===== config.mk =====
export PLATFORM = sky130hd
export DESIGN_NAME = eft_exposure_frame_timing
export DESIGN_NICKNAME = d
export VERILOG_FILES = /design/src/hdl/eft_pkg.sv /design/src/hdl/eft_agc_if.sv /design/src/hdl/eft_gain_loop.sv /design/src/hdl/eft_exposure_frame_timing.sv
export SDC_FILE = /design/constraint.sdc
export NUM_CORES = 1
export LEC_CHECK = 0
export BUFFER_PORTS_ARGS = -buffer_cell sky130_fd_sc_hd__buf_2
export CORE_MARGIN = 3
export CORE_UTILIZATION = 30
export CTS_CLUSTER_SIZE = 14
export DETAILED_ROUTE_END_ITERATION = 7
export SETUP_SLACK_MARGIN = 0.5
export SKIP_LAST_GASP = 1
export SLEW_MARGIN = 20
export SYNTH_ARGS = -nofsm -noshare
export SYNTH_HDL_FRONTEND = slang
export SYNTH_HIERARCHICAL = 1
export SYNTH_SLANG_ARGS = --single-unit

===== constraint.sdc =====
create_clock -name clk_sys -period 4.6 [get_ports clk_sys]
set_clock_uncertainty 0.1 [all_clocks]
set_input_delay 0.23 -clock clk_sys [delete_from_list [all_inputs] [get_ports clk_sys]]
set_output_delay 0.23 -clock clk_sys [all_outputs]
set_load 0.01 [all_outputs]

===== src/hdl/eft_pkg.sv =====
package eft_pkg;

    // Register offsets
    localparam logic [7:0]  EXPOSURE_LOW_ADDR      = 8'h0e;
    localparam logic [7:0]  EXPOSURE_HIGH_ADDR     = 8'h0f;
    localparam logic [7:0]  FRAME_LENGTH_LOW_ADDR  = 8'h10;
    localparam logic [7:0]  FRAME_LENGTH_HIGH_ADDR = 8'h11;

    // Reset values
    localparam logic [15:0] EXPOSURE_RESET         = 16'h0064;
    localparam logic [7:0]  FRAME_LENGTH_LOW_RESET = 8'h20;
    localparam logic [7:0]  FRAME_LENGTH_HIGH_RESET = 8'hd1;

    // Timing
    localparam int          CLK_SYS_HZ             = 20_000_000;
    localparam int          CLK_SYS_PERIOD_NS      = 1_000_000_000 / CLK_SYS_HZ;
    localparam logic [16:0] EXPOSURE_HEADROOM      = 17'h00b00;
    localparam logic [15:0] COUNTER_LAST           = 16'hffff;

    // Pixel format and array layout
    localparam int          PIXEL_BITS             = 6;
    localparam logic [5:0]  PIXEL_WHITE            = 6'h3f;
    localparam int          PIXEL_ADDR_BITS        = 8;
    localparam logic [7:0]  PIXEL_ADDR_FIRST       = 8'h00;
    localparam logic [7:0]  PIXEL_ADDR_LAST        = 8'hff;

    // Brightest-pixel target window for the gain loop
    localparam logic [5:0]  GAIN_TARGET_LOW        = 6'h34;
    localparam logic [5:0]  GAIN_TARGET_HIGH       = 6'h3a;
    localparam int          GAIN_STEP_SHIFT        = 4;

endpackage


===== src/hdl/eft_agc_if.sv =====
`timescale 1ns/1ps
interface eft_agc_if;
    import eft_pkg::*;

    logic                  frame_tick;
    logic [PIXEL_BITS-1:0] max_pixel;
    logic [15:0]           shutter_limit;
    logic [15:0]           shutter;

    modport ctrl (
        output frame_tick,
        output max_pixel,
        output shutter_limit,
        input  shutter
    );

    modport agc (
        input  frame_tick,
        input  max_pixel,
        input  shutter_limit,
        output shutter
    );
endinterface


===== src/hdl/eft_gain_loop.sv =====
`timescale 1ns/1ps
module eft_gain_loop
    import eft_pkg::*;
(
    input  wire logic clk_sys,
    input  wire logic rst,
    input  wire logic ce,
    eft_agc_if.agc    agc
);

    logic [15:0] step;
    logic [16:0] raised;
    logic [15:0] lowered;
    logic [15:0] next_shutter;

    // Step is one sixteenth of the present value
    assign step    = agc.shutter >> GAIN_STEP_SHIFT; // RULE6
    assign raised  = {1'b0, agc.shutter} + {1'b0, step};
    assign lowered = agc.shutter - step;

    always_comb begin
        next_shutter = agc.shutter;
        if (agc.max_pixel < GAIN_TARGET_LOW) begin // RULE3
            next_shutter = raised[16] ? 16'hffff : raised[15:0];
        end else if (agc.max_pixel > GAIN_TARGET_HIGH) begin // RULE3
            next_shutter = lowered;
        end
        if (next_shutter > agc.shutter_limit) begin // RULE7
            next_shutter = agc.shutter_limit;
        end
        if (next_shutter == 16'h0000) begin
            next_shutter = 16'h0001;
        end
    end

    always_ff @(posedge clk_sys or posedge rst) begin
        if (rst) begin
            agc.shutter <= EXPOSURE_RESET; // RULE4
        end else if (ce && agc.frame_tick) begin
            agc.shutter <= next_shutter; // RULE6
        end
    end

endmodule


===== src/hdl/eft_exposure_frame_timing.sv =====
`timescale 1ns/1ps
// Summary of operation
// RULE1: Each dumped pixel is six bits, zero black, 63 white.
// RULE2: Array is 16 by 16 pixels, addresses 00 through ff.
// RULE3: Gain loop steers shutter to keep brightest pixel in the mid fifties.
// RULE4: Shutter is 16-bit read-only cycles, two byte registers, resets to default.
// RULE5: Host reads upper shutter byte, then lower byte, nothing between.
// RULE6: Shutter moves at most one sixteenth of its value per frame; code cuts it to a lowered RULE7 cap in a single frame.
// RULE7: Shutter capped at frame period in cycles minus 2816.
// RULE8: Above 1500 fps host should adapt frame rate from shutter value.
// RULE9: Frame period is 16-bit two's complement RW, resets 0x20 and 0xd1.
// RULE10: Frame counter increments each system clock until it overflows.
// RULE11: Host programs two's complement of clock over frame rate.
// RULE12: Counter overflow starts a frame and reloads programmed period.
// RULE13: Upper shutter read captures lower byte for the following read.
module eft_exposure_frame_timing
    import eft_pkg::*;
(
    input  wire logic                       clk_sys,
    input  wire logic                       rst,
    input  wire logic                       ce,
    input  wire logic [7:0]                 reg_addr,
    input  wire logic                       reg_wr,
    input  wire logic                       reg_rd,
    input  wire logic [7:0]                 reg_wdata,
    output logic      [7:0]                 reg_rdata,
    output logic                            reg_rvalid,
    input  wire logic                       pixel_valid,
    input  wire logic [PIXEL_BITS-1:0]      pixel_value,
    output logic                            pixel_out_valid,
    output logic      [PIXEL_ADDR_BITS-1:0] pixel_out_addr,
    output logic      [PIXEL_BITS-1:0]      pixel_out_value,
    output logic                            frame_start,
    output logic      [PIXEL_BITS-1:0]      frame_max_pixel,
    output logic      [15:0]                exposure_cycles
);

    eft_agc_if agc_bus ();

    logic [7:0]                 frame_length_low;
    logic [7:0]                 frame_length_high;
    logic [15:0]                frame_length_bits;
    logic [15:0]                frame_counter;
    logic                       overflow;
    logic [7:0]                 exposure_low_hold;
    logic                       exposure_low_held;
    logic [PIXEL_ADDR_BITS-1:0] pixel_addr;
    logic [PIXEL_BITS-1:0]      running_max;
    logic [16:0]                period_cycles;
    logic [16:0]                limit_wide;
    logic [7:0]                 next_rdata;

    ////////////////////////////////////////////////////////////////////////
    // Frame period register and counter

    assign frame_length_bits = {frame_length_high, frame_length_low};
    assign overflow          = (frame_counter == COUNTER_LAST); // RULE10

    always_ff @(posedge clk_sys or posedge rst) begin
        if (rst) begin
            frame_length_low  <= FRAME_LENGTH_LOW_RESET; // RULE9
            frame_length_high <= FRAME_LENGTH_HIGH_RESET; // RULE9
        end else if (ce && reg_wr) begin
            if (reg_addr == FRAME_LENGTH_LOW_ADDR) begin
                frame_length_low <= reg_wdata; // RULE9
            end else if (reg_addr == FRAME_LENGTH_HIGH_ADDR) begin
                frame_length_high <= reg_wdata; // RULE9
            end
        end
    end

    always_ff @(posedge clk_sys or posedge rst) begin
        if (rst) begin
            frame_counter <= {FRAME_LENGTH_HIGH_RESET, FRAME_LENGTH_LOW_RESET};
        end else if (ce) begin
            if (overflow) begin
                frame_counter <= frame_length_bits; // RULE12
            end else begin
                frame_counter <= frame_counter + 16'h0001; // RULE10
            end
        end
    end

    always_ff @(posedge clk_sys or posedge rst) begin
        if (rst) begin
            frame_start <= 1'b0;
        end else if (ce) begin
            frame_start <= overflow; // RULE12
        end
    end

    ////////////////////////////////////////////////////////////////////////
    // Shutter ceiling: period in cycles minus fixed headroom

    assign period_cycles = 17'h10000 - {1'b0, frame_length_bits};
    assign limit_wide    = period_cycles - EXPOSURE_HEADROOM; // RULE7

    always_ff @(posedge clk_sys or posedge rst) begin
        if (rst) begin
            agc_bus.shutter_limit <= 16'hffff;
        end else if (ce) begin
            if (period_cycles <= EXPOSURE_HEADROOM) begin
                agc_bus.shutter_limit <= 16'h0001; // RULE7
            end else if (limit_wide[16]) begin
                agc_bus.shutter_limit <= 16'hffff;
            end else begin
                agc_bus.shutter_limit <= limit_wide[15:0]; // RULE7
            end
        end
    end

    ////////////////////////////////////////////////////////////////////////
    // Pixel intake: address walk and brightest pixel per frame

    always_ff @(posedge clk_sys or posedge rst) begin
        if (rst) begin
            pixel_addr <= PIXEL_ADDR_FIRST;
        end else if (ce) begin
            if (overflow) begin
                pixel_addr <= PIXEL_ADDR_FIRST; // RULE2
            end else if (pixel_valid && pixel_addr != PIXEL_ADDR_LAST) begin
                pixel_addr <= pixel_addr + 8'h01; // RULE2
            end
        end
    end

    always_ff @(posedge clk_sys or posedge rst) begin
        if (rst) begin
            pixel_out_valid <= 1'b0;
            pixel_out_addr  <= PIXEL_ADDR_FIRST;
            pixel_out_value <= 6'h00;
        end else if (ce) begin
            pixel_out_valid <= pixel_valid;
            if (pixel_valid) begin
                pixel_out_addr  <= pixel_addr; // RULE2
                pixel_out_value <= pixel_value & PIXEL_WHITE; // RULE1
            end
        end
    end

    always_ff @(posedge clk_sys or posedge rst) begin
        if (rst) begin
            running_max <= 6'h00;
        end else if (ce) begin
            if (overflow) begin
                running_max <= 6'h00;
            end else if (pixel_valid && pixel_value > running_max) begin
                running_max <= pixel_value; // RULE3
            end
        end
    end

    // Hand the finished frame's brightest pixel to the gain loop
    always_ff @(posedge clk_sys or posedge rst) begin
        if (rst) begin
            agc_bus.frame_tick <= 1'b0;
            agc_bus.max_pixel  <= 6'h00;
            frame_max_pixel    <= 6'h00;
        end else if (ce) begin
            agc_bus.frame_tick <= overflow; // RULE3
            if (overflow) begin
                agc_bus.max_pixel <= running_max;
                frame_max_pixel   <= running_max;
            end
        end
    end

    eft_gain_loop u_gain_loop (
        .clk_sys (clk_sys),
        .rst     (rst),
        .ce      (ce),
        .agc     (agc_bus.agc)
    );

    always_ff @(posedge clk_sys or posedge rst) begin
        if (rst) begin
            exposure_cycles <= EXPOSURE_RESET;
        end else if (ce) begin
            exposure_cycles <= agc_bus.shutter;
        end
    end

    ////////////////////////////////////////////////////////////////////////
    // Coherent shutter read: upper read freezes the lower byte

    always_ff @(posedge clk_sys or posedge rst) begin
        if (rst) begin
            exposure_low_hold <= EXPOSURE_RESET[7:0];
            exposure_low_held <= 1'b0;
        end else if (ce) begin
            if (reg_rd && reg_addr == EXPOSURE_HIGH_ADDR) begin
                exposure_low_hold <= agc_bus.shutter[7:0]; // RULE13
                exposure_low_held <= 1'b1; // RULE13
            end else if (reg_rd && reg_addr == EXPOSURE_LOW_ADDR) begin
                exposure_low_held <= 1'b0; // RULE5
            end else if (!exposure_low_held) begin
                exposure_low_hold <= agc_bus.shutter[7:0];
            end
        end
    end

    ////////////////////////////////////////////////////////////////////////
    // Register read port

    always_comb begin
        next_rdata = 8'h00;
        if (reg_addr == EXPOSURE_LOW_ADDR) begin
            next_rdata = exposure_low_held ? exposure_low_hold
                                           : agc_bus.shutter[7:0]; // RULE13
        end else if (reg_addr == EXPOSURE_HIGH_ADDR) begin
            next_rdata = agc_bus.shutter[15:8]; // RULE4
        end else if (reg_addr == FRAME_LENGTH_LOW_ADDR) begin
            next_rdata = frame_length_low;
        end else if (reg_addr == FRAME_LENGTH_HIGH_ADDR) begin
            next_rdata = frame_length_high;
        end
    end

    always_ff @(posedge clk_sys or posedge rst) begin
        if (rst) begin
            reg_rdata  <= 8'h00;
            reg_rvalid <= 1'b0;
        end else if (ce) begin
            reg_rvalid <= reg_rd;
            if (reg_rd) begin
                reg_rdata <= next_rdata;
            end
        end
    end

endmodule


==> flow_summary_export.csv <==
group,metric,value,unit
run_status,outcome,"finished with violations",
run_status,violations,"negative setup slack",
sta,setup_viol,1,
floorplanning,num_io_pins,75,
sta,fin_crit,4.68,ns
clock_network,cts_buffer_depth,2,
grt,grt_pass1_wl,45.3,mm
grt,grt_max_degree,57,
routing,drt_first_pass_iters,6,
clock_network,cts_sinks,134,
routing,drcViolationCount,0,
yosys,synthCells,972,
placement,dp_hpwl,21.2,mm
power,p_per_area,288,mW/mm^2
routing,viasPerCell,5.38,
worst_setup_path,crit_path_max_incr_delay,0.42,ns
worst_setup_path,worstPathArrival,4.90,ns
worst_setup_path,required,4.83,ns
finish,mostFrequentLayoutCell,"buf_4",
worst_setup_path,path_class,"reg2reg",
sta,rsz0062_at_grt,"yes",
power,leakagePower,5.18,nW
yosys,synth_flop_cell,"dfrtp_1",
grt,grt_pass1_vias,8210,
clock_network,cts-buffers-inserted,17,
grt,antenna_found_initial,0,
finish,area_delta_synth_final,29.8,%
routing,num_vias,8293,
worst_setup_path,path_cells,"inv_2, ha_4, inv_2, a221oi_4, a2111oi_2, buf_4, buf_6, o32a_1, a221o_1, a21oi_2, ha_1, nand4_1, buf_4, buf_4, nor4_2, buf_4, nor2_4, or3_1, o31ai_1, nand4_1, o31ai_2",
finish,fin_nets,1220,
floorplanning,die-area,0.0325,sq mm
routing,drt_first_iter_violations,810,
sta,timing.final.crit_share,1.02,
yosys,ys_warn_count,6,
hold_path,whs_path_depth,4,
clock_network,clk_pin_slew,0.07,ns
yosys,syn_area,0.00911,sq mm
yosys,ys_seq_area_frac,0.373,
worst_setup_path,end_kind,"flip-flop",
worst_setup_path,reg2reg_depth,21,
grt,gr-total-overflow,0,
sta,hold_viol_final,0,
finish,antenna_cells,0,
placement,place_congestion,0.910,
grt,grt_use_total,0.171,
worst_setup_path,cp_common_cell,"buf_4",
clock_network,ctsHtreeMaxLevel,4,
routing,wl,28.4,mm
worst_setup_path,crit_fanout,5,
yosys,ys_async_sr_fraction,1.00,
finish,fin_util,0.397,
sta,max_freq,214,MHz
flow_run,drv_cap,0,
clock_network,cts-root-buf,"clkbuf_16",
sta,relSlewSlack,0.315,
finish,layout_common_cells,"buf_4, dfrtp_1, nand2_1, buf_2, mux2_2",
power,vdd.ir_drop.worst,376,uV
finish,drive_gt1_frac,0.372,
sta,slew_violations,0,
yosys,synth_edf_count,0,
clock_network,cts_tree,"yes",
worst_setup_path,start_kind,"flip-flop",
placement,place_area,0.0105,sq mm
floorplanning,die_h,180,um
yosys,synth_cell_types,92,
yosys,ys_ff_latch,134,
hold_path,hp-class,"in2reg",
routing,detail-route-antenna-nets,0,
finish,final-instance-count-excl-fill,1542,
sta,holdWs,0.182,ns
power,finalPower,3.41,mW
floorplanning,die_w,180,um
floorplanning,rows,63,
worst_setup_path,cp_slowest_cell,"dfrtp_1",
finish,stdcell_area,0.0118,sq mm
placement,placed_cells,1474,
placement,portBuffers,74,
floorplanning,coreArea,0.0298,sq mm
yosys,synth_nets,1053,
floorplanning,start_util,0.306,
routing,wire_per_inst,18.4,um
sta,tightest_slew,1.02,ns
yosys,avgSynthCellArea,9.37,sq um
clock_network,clk_latency,0.42,ns
sta,fin_ws,-0.0786,ns
==> state kept, by name (all words and copies together), names as in the netlist <==
| register | count |
|---|---|
| exposure_low_held | 1 |
| pixel_out_addr | 8 |
| agc_bus.frame_tick | 1 |
| exposure_cycles | 16 |
| agc_bus.shutter_limit | 16 |
| u_gain_loop/agc.shutter | 16 |
| frame_length_high | 8 |
| frame_counter | 16 |
| frame_length_low | 8 |
| exposure_low_hold | 8 |
| running_max | 6 |
| pixel_out_value | 6 |
| agc_bus.max_pixel | 6 |
| pixel_addr | 8 |
| reg_rdata | 8 |
| reg_rvalid | 1 |
| pixel_out_valid | 1 |
==> cell type report <==
type | instances | area (sq um)
fill | 2980 | 18000
clock buffer | 17 | 425
tap | 390 | 488
inverter | 63 | 239
multi-input combinational | 722 | 5680
sequential | 134 | 3400
clock inverter | 15 | 155
timing repair buffer | 201 | 1440
==> per-stage QoR <==
step                      TNS, ns  setup WS, ns
after floorplan                 0         0.210
after global placement    -0.0555       -0.0555
after detailed placement   -0.114        -0.114
after CTS                 -0.0213       -0.0213
after global routing       -0.997        -0.316
final                     -0.0786       -0.0786
==> cells in the mapped netlist, types with 5 or more instances <==
master     n  area share
a211oi_1  13       0.011
a21o_1     5      0.0041
a21oi_1   61       0.034
a221o_1    5      0.0055
a221oi_1   6      0.0058
a222oi_1   7      0.0077
a22o_1    10      0.0096
a31oi_1    7      0.0048
and3_1     7      0.0048
buf_2      9      0.0049
buf_6      8      0.0099
clkbuf_1  29       0.012
dfrtp_1   99        0.27
dfstp_2   35        0.10
ha_1      51       0.070
inv_1     62       0.026
mux2_2    63       0.078
mux2i_1   11       0.012
nand2_1   85       0.035
nand2b_1   5      0.0034
nand3_1   30       0.016
nand4_1   20       0.014
nor2_1    66       0.027
nor2b_1    8      0.0055
nor3_1    19       0.010
nor4_1    10      0.0069
o211ai_1  11      0.0091
o21a_1     5      0.0041
o21ai_0   56       0.031
o221a_1   10       0.012
o22ai_1    7      0.0048
o31ai_1    9      0.0074
or2_2      6      0.0041
or3_1     11      0.0076
xnor2_1   20       0.019
xor2_1    13       0.012
==> critical path: cells and delay by family (launching register included) <==
family	cells	cell delay, ns
AOI/OAI and AO/OA	7	1.82
and+or+nand+nor	5	0.92
buffers and inverters	7	0.85
adders and majority gates	2	0.46
DFF	1	0.42
==> report_power, final <==
part,internal (mW),switching [mW]
clock,0.765,0.575
sequential,1.34,0.123
combinational,0.275,0.334
total,2.38,1.03
==> kinds of logic (layout without fill, tap and decap cells) <==
group	after synthesis	count (layout)	share of synthesized area
simple gates	293	293	0.161
compound gates	269	269	0.212
flops	134	134	0.373
buf+inv	116	296	0.0578
mux	74	74	0.0899
fa+ha+maj	53	53	0.0744
xor+xnor	33	33	0.0317
==> worst paths after layout <==
check	startpoint	to	slack, ns
max	u_gain_loop/agc.shutter[8]	u_gain_loop/agc.shutter[0]	-0.08
min	pixel_valid	pixel_out_valid	0.18
max reg2reg	u_gain_loop/agc.shutter[8]	u_gain_loop/agc.shutter[0]	-0.08
min reg2reg	reg_rdata[7]	reg_rdata[7]	0.38
max in group asynchronous	rst	frame_length_low[5]	3.02
min in group asynchronous	rst	pixel_out_value[2]	0.38
==> metal layers <==
layer	wire length [um]	up-vias	part of all wire	track usage
li1	-	3931	-	-
met1	12600	4005	0.44	0.230
met2	13400	292	0.47	0.283
met3	1580	65	0.056	0.0258
met4	756	0	0.027	0.0571
met5	0	-	0	0
==> timing repair <==
item,4_1_cts,5_1_grt
endpoints found under the hold margin,72,0
resized for setup,54,39
setup endpoints to repair,16,16
hold buffers,15,0
gates cloned,0,0
pin swaps,34,21
buffers inserted,12,9
No activity file was read; power rests on OpenSTA's default activity.
